`src/core/ddrp_pkg.sv`:
```
package ddrp_pkg;

    localparam int ROW_W = 13;
    localparam int BANK_W = 2;
    localparam int NBANK = 4;
    localparam int DQ_W = 8;
    localparam int COL_KEEP = 4;
    localparam int MEM_COLS = 16;
    localparam int MEM_W = 6;
    localparam int BURST_LEN = 4;
    localparam int MR_NUM = 4;

    // address bit positions
    localparam int AP_BIT = 10;
    localparam int EMR_DQS_SE_BIT = 10;
    localparam int EMR_RDQS_BIT = 11;

    localparam logic [BANK_W-1:0] MR_IDX_EMR1 = 2'h1;
    localparam logic [2:0] BURST_CNT = 3'h4;
    localparam logic [1:0] FIFO_DEPTH = 2'h2;

    typedef enum logic [2:0] {
        DDRP_CMD_NOP,
        DDRP_CMD_ACT,
        DDRP_CMD_RD,
        DDRP_CMD_WR,
        DDRP_CMD_PRE,
        DDRP_CMD_MODE,
        DDRP_CMD_REF,
        DDRP_CMD_DESEL
    } ddrp_cmd_e;

    typedef struct packed {
        logic cs_n;
        logic ras_n;
        logic cas_n;
        logic we_n;
        logic cke;
        logic odt;
        logic [BANK_W-1:0] ba;
        logic [ROW_W-1:0] addr;
    } ddrp_pins_s;

    typedef struct packed {
        logic [DQ_W-1:0] dq;
        logic dqs;
        logic dqs_n;
        logic dm;
    } ddrp_data_s;

    typedef struct packed {
        logic [DQ_W-1:0] dq;
        logic dq_oe;
        logic dqs;
        logic dqs_n;
        logic dqs_oe;
        logic dqs_n_oe;
        logic rdqs;
        logic rdqs_n;
        logic rdqs_oe;
        logic rdqs_n_oe;
        logic odt_on;
        logic clk_on;
    } ddrp_out_s;

    typedef struct packed {
        logic ck_m;
        logic ck_q;
        logic ck_d;
        logic ckn_m;
        logic ckn_q;
        ddrp_pins_s pins_m;
        ddrp_pins_s pins_q;
        ddrp_data_s dat_m;
        ddrp_data_s dat_q;
        logic dqs_d;
        logic [MR_NUM-1:0][ROW_W-1:0] mr;
        logic [NBANK-1:0] bank_open;
        logic [NBANK-1:0][ROW_W-1:0] open_row;
        logic [NBANK*MEM_COLS-1:0][DQ_W-1:0] mem;
        logic [2:0] rd_left;
        logic [BANK_W-1:0] rd_bank;
        logic [COL_KEEP-1:0] rd_col;
        logic rd_ap;
        logic rd_run;
        logic [2:0] wr_left;
        logic [BANK_W-1:0] wr_bank;
        logic [COL_KEEP-1:0] wr_col;
        logic wr_ap;
        logic [1:0][DQ_W-1:0] fifo;
        logic f_wp;
        logic f_rp;
        logic [1:0] f_cnt;
        ddrp_out_s out;
    } ddrp_state_s;

    localparam ddrp_state_s DDRP_STATE_RST = '0;

endpackage

```
`src/core/ddrp_device.sv`:
```
`timescale 1ns/1ps
// Summary of operation
// - activate opens 13-bit row in bank
// - column from A0-A3, A10 auto-precharge
// - bank bits select bank of command
// - bank bits select mode register written
// - termination on when ODT registered high
// - device drives edge-aligned DQS with reads
// - complementary DQS only in differential mode
// - chip select high masks every command
// - command decoded from CS RAS CAS WE
// - masked write beats are not stored
// - mask sampled on both strobe edges
// - RDQS driven on reads, ignored on writes
// - RDQS enabled disables write masking
// - complementary RDQS needs RDQS and differential
// - command, CKE and ODT inputs sampled on rising clock crossing
// - read data on both clock crossings
// - CKE registered high enables clocking circuitry
module ddrp_device
    import ddrp_pkg::*;
(
    input wire logic clk_i,
    input wire logic sys_rst_i,
    input wire logic ck_i,
    input wire logic ck_n_i,
    input wire logic cke_i,
    input wire logic cs_n_i,
    input wire logic ras_n_i,
    input wire logic cas_n_i,
    input wire logic we_n_i,
    input wire logic [BANK_W-1:0] ba_i,
    input wire logic [ROW_W-1:0] addr_i,
    input wire logic odt_i,
    input wire logic [DQ_W-1:0] dq_i,
    output logic [DQ_W-1:0] dq_o,
    output logic dq_oe_o,
    input wire logic dqs_i,
    input wire logic dqs_n_i,
    output logic dqs_o,
    output logic dqs_oe_o,
    output logic dqs_n_o,
    output logic dqs_n_oe_o,
    input wire logic dm_rdqs_i,
    output logic rdqs_o,
    output logic rdqs_oe_o,
    output logic rdqs_n_o,
    output logic rdqs_n_oe_o,
    output logic odt_on_o,
    output logic clk_on_o
);

    ddrp_state_s st;
    ddrp_state_s next_st;

    function automatic ddrp_cmd_e cmd_decode(input ddrp_pins_s p);
        ddrp_cmd_e c;
        c = DDRP_CMD_NOP;
        if (p.cs_n) begin
            c = DDRP_CMD_DESEL;
        end else begin
            unique case ({p.ras_n, p.cas_n, p.we_n})
                3'h7: c = DDRP_CMD_NOP;
                3'h3: c = DDRP_CMD_ACT;
                3'h5: c = DDRP_CMD_RD;
                3'h4: c = DDRP_CMD_WR;
                3'h2: c = DDRP_CMD_PRE;
                3'h0: c = DDRP_CMD_MODE;
                3'h1: c = DDRP_CMD_REF;
                3'h6: c = DDRP_CMD_NOP;
            endcase
        end
        return c;
    endfunction

    function automatic logic [MEM_W-1:0] mem_idx(
        input logic [BANK_W-1:0] bank,
        input logic [COL_KEEP-1:0] col
    );
        return {bank, col};
    endfunction

    function automatic logic [COL_KEEP-1:0] col_step(input logic [COL_KEEP-1:0] col);
        // burst wraps inside its aligned group of four
        return {col[COL_KEEP-1:2], col[1:0] + 2'h1};
    endfunction

    logic ck_rise;
    logic ck_fall;
    logic diff_on;
    logic rdqs_en;
    logic dqs_rise;
    logic dqs_fall;
    logic push;
    logic pop;
    logic drain_edge;
    ddrp_cmd_e cmd;
    ddrp_pins_s p;

    always_comb begin
        next_st = st;
        ck_rise = 1'b0;
        ck_fall = 1'b0;
        diff_on = 1'b0;
        rdqs_en = 1'b0;
        dqs_rise = 1'b0;
        dqs_fall = 1'b0;
        push = 1'b0;
        pop = 1'b0;
        drain_edge = 1'b0;
        cmd = DDRP_CMD_NOP;
        p = st.pins_q;

        // two-stage synchronisers for every pin
        next_st.ck_m = ck_i;
        next_st.ck_q = st.ck_m;
        next_st.ck_d = st.ck_q;
        next_st.ckn_m = ck_n_i;
        next_st.ckn_q = st.ckn_m;
        next_st.pins_m = {cs_n_i, ras_n_i, cas_n_i, we_n_i, cke_i, odt_i, ba_i, addr_i};
        next_st.pins_q = st.pins_m;
        next_st.dat_m = {dq_i, dqs_i, dqs_n_i, dm_rdqs_i};
        next_st.dat_q = st.dat_m;
        next_st.dqs_d = st.dat_q.dqs;

        // crossing: true clock up, complement down
        ck_rise = st.ck_q & ~st.ck_d & ~st.ckn_q;
        ck_fall = ~st.ck_q & st.ck_d & st.ckn_q;

        diff_on = ~st.mr[MR_IDX_EMR1][EMR_DQS_SE_BIT];
        rdqs_en = st.mr[MR_IDX_EMR1][EMR_RDQS_BIT];

        // complement strobe only qualifies edges in differential mode
        dqs_rise = st.dat_q.dqs & ~st.dqs_d & (~diff_on | ~st.dat_q.dqs_n);
        dqs_fall = ~st.dat_q.dqs & st.dqs_d & (~diff_on | st.dat_q.dqs_n);

        if (ck_rise) begin
            next_st.out.clk_on = p.cke;
            next_st.out.odt_on = p.odt;
            if (p.cke) begin
                cmd = cmd_decode(p);
            end
        end

        unique case (cmd)
            DDRP_CMD_ACT: begin
                if (!st.bank_open[p.ba]) begin
                    next_st.bank_open[p.ba] = 1'b1;
                    next_st.open_row[p.ba] = p.addr;
                end
            end
            DDRP_CMD_RD: begin
                // a new burst is refused while one is in flight
                if (st.bank_open[p.ba] && st.rd_left == 3'h0 && st.wr_left == 3'h0) begin
                    next_st.rd_left = BURST_CNT;
                    next_st.rd_bank = p.ba;
                    next_st.rd_col = p.addr[COL_KEEP-1:0];
                    next_st.rd_ap = p.addr[AP_BIT];
                end
            end
            DDRP_CMD_WR: begin
                if (st.bank_open[p.ba] && st.rd_left == 3'h0 && st.wr_left == 3'h0) begin
                    next_st.wr_left = BURST_CNT;
                    next_st.wr_bank = p.ba;
                    next_st.wr_col = p.addr[COL_KEEP-1:0];
                    next_st.wr_ap = p.addr[AP_BIT];
                end
            end
            DDRP_CMD_PRE: begin
                if (p.addr[AP_BIT]) begin
                    next_st.bank_open = '0;
                end else begin
                    next_st.bank_open[p.ba] = 1'b0;
                end
            end
            DDRP_CMD_MODE: begin
                next_st.mr[p.ba] = p.addr;
            end
            DDRP_CMD_REF,
            DDRP_CMD_NOP,
            DDRP_CMD_DESEL: begin
                next_st.mr = st.mr;
            end
        endcase

        // write beats, one per strobe edge
        if ((dqs_rise || dqs_fall) && st.wr_left != 3'h0) begin
            // mask pin serves as read strobe when enabled
            if (!st.dat_q.dm || rdqs_en) begin
                next_st.mem[mem_idx(st.wr_bank, st.wr_col)] = st.dat_q.dq;
            end
            next_st.wr_col = col_step(st.wr_col);
            next_st.wr_left = st.wr_left - 3'h1;
            if (st.wr_left == 3'h1 && st.wr_ap) begin
                next_st.bank_open[st.wr_bank] = 1'b0;
            end
        end

        // read fill into the two-entry buffer, stalls when full
        if (st.rd_left != 3'h0 && st.f_cnt != FIFO_DEPTH) begin
            push = 1'b1;
            next_st.fifo[st.f_wp] = st.mem[mem_idx(st.rd_bank, st.rd_col)];
            next_st.f_wp = ~st.f_wp;
            next_st.rd_col = col_step(st.rd_col);
            next_st.rd_left = st.rd_left - 3'h1;
            if (st.rd_left == 3'h1 && st.rd_ap) begin
                next_st.bank_open[st.rd_bank] = 1'b0;
            end
        end

        // a burst starts on a rising crossing, then runs on both
        drain_edge = (ck_rise && st.f_cnt != 2'h0) || (st.rd_run && (ck_rise || ck_fall));
        if (drain_edge) begin
            if (st.f_cnt != 2'h0) begin
                pop = 1'b1;
                next_st.f_rp = ~st.f_rp;
                next_st.rd_run = 1'b1;
                next_st.out.dq = st.fifo[st.f_rp];
                next_st.out.dq_oe = 1'b1;
                next_st.out.dqs = ck_rise;
                next_st.out.dqs_oe = 1'b1;
                next_st.out.dqs_n = ~ck_rise;
                next_st.out.dqs_n_oe = diff_on;
                next_st.out.rdqs = ck_rise;
                next_st.out.rdqs_oe = rdqs_en;
                next_st.out.rdqs_n = ~ck_rise;
                next_st.out.rdqs_n_oe = rdqs_en & diff_on;
            end else begin
                next_st.rd_run = 1'b0;
                next_st.out.dq_oe = 1'b0;
                next_st.out.dqs_oe = 1'b0;
                next_st.out.dqs_n_oe = 1'b0;
                next_st.out.rdqs_oe = 1'b0;
                next_st.out.rdqs_n_oe = 1'b0;
            end
        end

        unique case ({push, pop})
            2'h2: next_st.f_cnt = st.f_cnt + 2'h1;
            2'h1: next_st.f_cnt = st.f_cnt - 2'h1;
            2'h0,
            2'h3: next_st.f_cnt = st.f_cnt;
        endcase
    end

    always_ff @(posedge clk_i) begin
        if (sys_rst_i) begin
            st <= DDRP_STATE_RST;
        end else begin
            st <= next_st;
        end
    end

    assign dq_o = st.out.dq;
    assign dq_oe_o = st.out.dq_oe;
    assign dqs_o = st.out.dqs;
    assign dqs_oe_o = st.out.dqs_oe;
    assign dqs_n_o = st.out.dqs_n;
    assign dqs_n_oe_o = st.out.dqs_n_oe;
    assign rdqs_o = st.out.rdqs;
    assign rdqs_oe_o = st.out.rdqs_oe;
    assign rdqs_n_o = st.out.rdqs_n;
    assign rdqs_n_oe_o = st.out.rdqs_n_oe;
    assign odt_on_o = st.out.odt_on;
    assign clk_on_o = st.out.clk_on;

endmodule // ddrp_device

```
`config.mk`:
```
export PLATFORM = sky130hd
export DESIGN_NAME = ddrp_device
export DESIGN_NICKNAME = d
export VERILOG_FILES = /design/src/core/ddrp_pkg.sv /design/src/core/ddrp_device.sv
export SDC_FILE = /design/constraint.sdc
export NUM_CORES = 1
export LEC_CHECK = 0
export BUFFER_PORTS_ARGS = -buffer_cell sky130_fd_sc_hd__buf_2
export CELL_PAD_IN_SITES_DETAIL_PLACEMENT = 0
export CELL_PAD_IN_SITES_GLOBAL_PLACEMENT = 2
export CORE_ASPECT_RATIO = 0.7
export CORE_MARGIN = 3
export CORE_UTILIZATION = 43
export CTS_BUF_LIST = sky130_fd_sc_hd__clkbuf_2
export DETAILED_ROUTE_END_ITERATION = 7
export HOLD_SLACK_MARGIN = 0.06
export PLACE_DENSITY = 0.81
export SLEW_MARGIN = 20
export SYNTH_ARGS = -nofsm -noshare
export SYNTH_HDL_FRONTEND = slang
export SYNTH_SLANG_ARGS = --single-unit
```
`constraint.sdc`:
```
create_clock -name clk_i -period 2.73 [get_ports clk_i]
set_input_delay 0.273 -clock clk_i [delete_from_list [all_inputs] [get_ports clk_i]]
set_output_delay 0.273 -clock clk_i [all_outputs]
set_load 0.01 [all_outputs]
```
* Word-level counts from Yosys, hierarchy flattened *
Memories as Yosys holds them, arrays and structs flattened. A register that Yosys moved wholly into a read port is not among the register bits.
Index checks and enable logic that the tools add are counted.

storage, ports and cells
  register bits after elaboration = 744
  bits in read-only memories = 24
  bits of input ports = 36
  output and inout bits = 19
  logic and storage cells = 271
  memories kept = 1

cells by class
  $add $sub $neg = 6
  order comparisons = 12
  equality and inequality tests = 11
  muxes and demuxes = 47
  bitwise gates (word level) = 31
  reductions and logical operators = 38

memory list
  name              depth  bits a word  rd ports  clocked after Yosys merged registers in  write ports  RTL line           text
  (name not given)  8      3            1         1                                        0            ddrp_device.sv:62  unique case ({p.ras_n, p.cas_n, p.we_n})

operator list
  kind                                                                  count
  512-bit bitwise mux                                                   1
  52-bit bitwise mux                                                    2
  56-bit 2-to-1 mux                                                     1
  8-bit binary-select mux with 6-bit select                             1
  8-bit demux with 6-bit select                                         1
  10-bit 2-to-1 mux                                                     4
  8-bit 2-to-1 mux                                                      5
  13-bit demux with 2-bit select                                        1
  4-bit 2-to-1 mux                                                      5
  3-bit 2-to-1 mux                                                      6
  16-bit bitwise mux                                                    1
  6-bit by 7-bit < comparator with 1-bit output, second input constant  2
  2-bit AND reduction                                                   7
  1-bit logical AND                                                     13
  13-bit 2-to-1 mux                                                     1
  1-bit inverter                                                        13
  4-bit AND                                                             3
  4-bit inverter                                                        3
  2-bit nonzero test                                                    5
  1-bit AND                                                             9
  3-bit by 1-bit == test with 1-bit output, second input constant       3
  2-bit by 3-bit < comparator with 1-bit output, second input constant  3
  8-bit demux with 1-bit select                                         1
  2-bit 2-to-1 mux                                                      4
  other kinds (26)                                                      50

* Logic depth before layout (Yosys ltp) *
  depth in word-level cells = 14
  gate-level depth with buffers = 10
  mapped depth without buffers = 9

* Worst setup path after synthesis *
Ideal clock, no wire load.

  path type = register to register
  start point = register st (netlist bit next_st[747])
  end point = register st[20] (netlist bit)
  setup time = 0.070 ns
  arrival time = 2.298 ns
  data required time = 2.660 ns
  path slack = 0.362 ns
  stages on the path, launching flop included = 8
  buffers on the path = 1
  period minus slack after synthesis = 2.368 ns
  cells stage by stage = dfxtp_1 or3b_2 a21boi_0 o22a_1 buf_1 ha_1 or3_1 a21oi_1

between the ends
  word-level cells in the longest chain between the ends = 9
  elaborated cells on any way between the ends = 16
  those cells by class = eq/ne (3); mux (2); bitwise (5); reduce/logical (6)

RTL lines
  item                                                                      RTL line            text
  start: declaration                                                        ddrp_device.sv:53   ddrp_state_s st;
  start signal: assignment                                                  ddrp_device.sv:250  st <= next_st;
  1-bit inverter                                                            ddrp_device.sv:128  ck_fall = ~st.ck_q & st.ck_d & st.ckn_q;
  1-bit AND (2 in series)                                                   ddrp_device.sv:128
  1-bit logical OR                                                          ddrp_device.sv:212  drain_edge = (ck_rise && st.f_cnt != 2'h0) || (st.rd_run && (ck_rise || ck_fall));
  1-bit logical AND                                                         ddrp_device.sv:212
  1-bit logical OR (*)                                                      ddrp_device.sv:212
  1-bit 2-to-1 mux (*)                                                      ddrp_device.sv:213  if (drain_edge) begin
  via pop                                                                   ddrp_device.sv:95   logic pop;
  2-bit by 1-bit == test with 1-bit output, or another cell as far along    ddrp_device.sv:238  unique case ({push, pop})
  2-bit case mux with 2 select lines or 2-bit OR reduction (tied branches)  ddrp_device.sv:238

The timed path passes the listed nets; every way through them passes the cells marked *.
A chain may end at the register's enable or synchronous reset.

* Final worst setup path *
  start point = register st[53] (netlist bit)
  end point = register st[29] (netlist bit)

between the ends
  word-level cells in the longest chain between the ends = 3

RTL lines
  item                                       RTL line            text
  8-bit binary-select mux with 6-bit select  ddrp_device.sv:202  next_st.fifo[st.f_wp] = st.mem[mem_idx(st.rd_bank, st.rd_col)];
  8-bit 2-to-1 mux (not written as such)     ddrp_device.sv:202
  16-bit bitwise mux                         ddrp_device.sv:202

Every way passes these cells. The select of a mux whose other input is x is not followed.

==> results.rst <==
.. list-table::
   :header-rows: 1

   * - Metric
     - Value
   * - Run status
     - complete, no violations
   * - Aggregate global-route resource usage
     - 0.235
   * - Core utilization of the finished layout
     - 0.501
   * - Post-layout instance count excluding filler cells
     - slightly below 4000
   * - Async set-reset flop share out of synthesis
     - 0
   * - Clock insertion delay at the later pin of the skew report
     - between 1 and 1.5 ns
   * - Area of the die
     - 0.0674 sq mm
   * - Violation count after the first detailed-routing iteration
     - about 1400
   * - Final net count
     - 2997
   * - Worst-path cell with the longest stage delay
     - sky130_fd_sc_hd__and4_1
   * - Max-cap viol count
     - 0
   * - Effective utilization at floorplan
     - 0.436
   * - Synthesized cell area
     - between 0.02 and 0.03 sq mm
   * - EDFF count, synth
     - 0
   * - Vias in the first global route
     - ~21000
   * - Worst R2R Setup Slack
     - 0.20 ns
   * - Fmax
     - 395 MHz
   * - Endpoint, Worst Hold
     - odt_on_o
   * - Wire length after detailed routing
     - 79.0 mm
   * - RSZ-0062 raised after global routing
     - no
   * - DRC violation count after routing
     - 0
   * - Slew headroom
     - 0.424
   * - TritonCTS clock tree
     - yes
   * - Share of the synthesized area in the top cell type
     - 0.456
   * - Vertical extent of the die
     - ~220 microns
   * - Clock skew after layout
     - slightly above 0.09 ns
   * - Antenna violations before repair
     - 2
   * - Cells after synthesis
     - 2766
   * - Number of hold violations in the final report
     - 0
   * - Synthesized Nets
     - 2812
   * - Per-instance average area after synthesis
     - 9.99 sq um
   * - Post-synth cell types
     - between 50 and 60
   * - Number of buffer and inverter stages on the critical path
     - 1
   * - Cell chain of the critical path
     - buf_12 -> mux2i_1 -> nor2_1 -> nor4_1 -> and4_1 -> o32ai_1
   * - CTS Sinks
     - 630
   * - Antenna-violating nets left
     - 0
   * - Port Buffer Count
     - 47
   * - Row Count
     - 77
   * - Critical Setup Path Class
     - flop to flop
   * - CP peak stage delay
     - 0.59 ns
   * - Final count of pins violating max slew
     - 0
   * - Cells after DPL
     - between 3000 and 4000
   * - Most common cell in the synthesized netlist
     - sky130_fd_sc_hd__mux2i_1
   * - Final weighted congestion of routability-driven global placement
     - 0.807
   * - Fraction of final layout cells with drive strength greater than 1
     - 0.156
   * - Layout area overhead
     - 14.9%
   * - Least-Margin Pin Slew
     - 0.865 ns
   * - Critical Path Source Type
     - flop
   * - Register area share after synthesis
     - 0.456
   * - CP Max Fanout
     - 31
   * - Avg WL per Cell
     - 20.3 microns
   * - Worst Min Path Start
     - p[15]
   * - Pin count of the biggest net entering global routing
     - ~110
   * - DPL Wire Length
     - 50.5 mm
   * - Total power per unit cell area
     - about 560 mW/mm^2
   * - Count of cells along the worst register-to-register path
     - 6
   * - Clock Tree Root
     - sky130_fd_sc_hd__clkbuf_2
   * - CTS-repair resized insts
     - 0
   * - Gr ovfl total
     - 0
   * - Number of top-level design ports
     - 55
   * - Number of levels the H-tree was split into
     - 4
   * - Synth Register Bits
     - 630
   * - Setup Viol. Count Final
     - 0
   * - Data required time at the worst endpoint
     - 3.77 ns
   * - Cell depth of the worst min-delay path
     - 2
   * - Fill cells
     - 5829
   * - Setup TNS
     - 0 ns
   * - Top cell type by total area after synthesis
     - sky130_fd_sc_hd__dfxtp_1
   * - Via-per-instance ratio
     - 5.37
   * - Buffer depth of the longest clock path
     - 3
   * - Kind of path behind the tightest hold check
     - flop to flop
   * - Cell type group with the largest total delay on the critical path
     - simple AND/OR/NAND/NOR gates
   * - Drt pass-1 iters
     - 7
   * - First-pass GRT wire length
     - 122 mm
   * - Number of vias in the routed layout
     - between 20000 and 25000
   * - Endpoint of the worst register-to-register path
     - st[29]
   * - Peak supply drop
     - 0.367 mV
   * - Arr. time, crit path
     - 3.57 ns
   * - CORE AREA
     - 0.0634 sq mm
   * - Leakage power total
     - 12.4 nW
   * - Final critical-path share of the clock period
     - 0.928
   * - Top flip-flop cell by instance count after synthesis
     - sky130_fd_sc_hd__dfxtp_1
   * - Die boundary width
     - roughly 310 microns
   * - Final critical-path required period
     - 2.53 ns
   * - Leading post-synthesis cells by instance count
     - 787 x sky130_fd_sc_hd__mux2i_1, 630 x sky130_fd_sc_hd__dfxtp_1, 613 x sky130_fd_sc_hd__nor2_1
   * - Total of warnings raised by yosys
     - 0
   * - Worst flop-to-flop path startpoint
     - st[53]
   * - Total CTS buffers
     - about 150
   * - Capturing element type of the critical path
     - flop
   * - Clock-pin slew on the worst setup and hold paths
     - 0.11 ns
   * - Top cells by area in the synthesized netlist
     - sky130_fd_sc_hd__dfxtp_1 46%, sky130_fd_sc_hd__mux2i_1 29%, sky130_fd_sc_hd__nor2_1 8.3%, sky130_fd_sc_hd__nor4_4 2.5%, sky130_fd_sc_hd__clkbuf_1 2.1%
[registers in the layout (all words and copies together), names as in the netlist, named ones only]
signal / flops
dq_o: 8
rdqs_oe_o: 1
clk_on_o: 1
dqs_n_oe_o: 1
rdqs_o: 1
next_st: 29
rdqs_n_oe_o: 1
rdqs_en: 1
rdqs_n_o: 1
p: 11
st: 570
dq_oe_o: 1
odt_on_o: 1
[stage by stage]
step                total power [mW]  instance area [sq um]  hold WS [ns]  setup WS [ns]
global route                    18.7                  31800         0.455          0.127
global placement                11.4                  29500         0.417          0.294
detailed placement              11.5                  29500         0.425          0.296
floorplan                       10.6                  27600         0.401          0.362
finish                          17.7                  31800         0.442          0.196
CTS                             18.0                  31800         0.444          0.213
[report_power, final]
part           switching, mW  total, mW  internal, mW
registers              0.145       9.48          9.33
clock network           3.79       6.36          2.57
logic                   1.25       1.91         0.658
total                   5.19       17.7          12.6
[worst min-delay path, cell delays in order (launching register included)]
cell and delay, ns:
sky130_fd_sc_hd__dfxtp_1 0.31, sky130_fd_sc_hd__nand2_1 0.05, sky130_fd_sc_hd__a21oi_1 0.05
[what timing repair did]
item                                   CTS  global route
buffers inserted                         0             0
hold buffers                            84             0
endpoints found under the hold margin  630             0
[worst max path at each step]
stage / from / to / cells after the start
2_1_floorplan: next_st[747] / st[20] / 7
4_1_cts: st[53] / st[23] / 6
6_report: st[53] / st[29] / 6
3_5_place_dp: st[53] / st[23] / 6
3_3_place_gp: st[55] / st[27] / 7
5_1_grt: st[53] / st[23] / 6
[layout make-up]
cell class | instances | area [sq um] | area share
multi-input combinational | 1885 | 14000 | 0.440
sequential | 630 | 12600 | 0.398
timing repair buffer | 267 | 2690 | 0.0848
clock buffer | 228 | 1140 | 0.0359
tap | 829 | 1040 | 0.0327
clock inverter | 33 | 230 | 0.00725
inverter | 13 | 48.8 | 0.00154
antenna | 4 | 10.0 | 0.000315
[cell usage in the layout (no fill, tap or decap), types with 26 or more instances in the layout]
cell / synthesis / final
sky130_fd_sc_hd__buf_2: 37 / 46
sky130_fd_sc_hd__nor2_1: 613 / 612
sky130_fd_sc_hd__o22ai_1: 48 / 48
sky130_fd_sc_hd__nand4_1: 36 / 36
sky130_fd_sc_hd__buf_4: 11 / 90
sky130_fd_sc_hd__nand3_1: 34 / 34
sky130_fd_sc_hd__a22oi_1: 70 / 70
sky130_fd_sc_hd__dfxtp_1: 630 / 620
sky130_fd_sc_hd__mux2i_1: 787 / 787
sky130_fd_sc_hd__buf_12: 0 / 47
sky130_fd_sc_hd__nor2b_1: 63 / 61
sky130_fd_sc_hd__nor4_4: 32 / 32
sky130_fd_sc_hd__clkinv_1: 1 / 26
sky130_fd_sc_hd__dlygate4sd3_1: 0 / 83
sky130_fd_sc_hd__clkbuf_2: 0 / 228
[cells by family (layout without fill, tap and decap cells)]
group	Yosys count	count (layout)	share of synthesized area
and+or+nand+nor	888	888	0.163
muxes	788	788	0.286
DFF	630	630	0.456
buffers and inverters	251	541	0.0385
AOI/OAI and AO/OA	193	193	0.0490
adders and majority gates	10	10	0.00453
xor gates and xnor gates	6	6	0.00217
other	0	4	0
[routing by layer]
layer  track usage  wire (microns)  vias up
li1              -               -    10100
met1         0.331           38700    10200
met2         0.356           33900      460
met3        0.0575            4850      119
met4        0.0668            1540        0
met5             0               0        -
No activity file was read; power rests on OpenSTA's default activity.
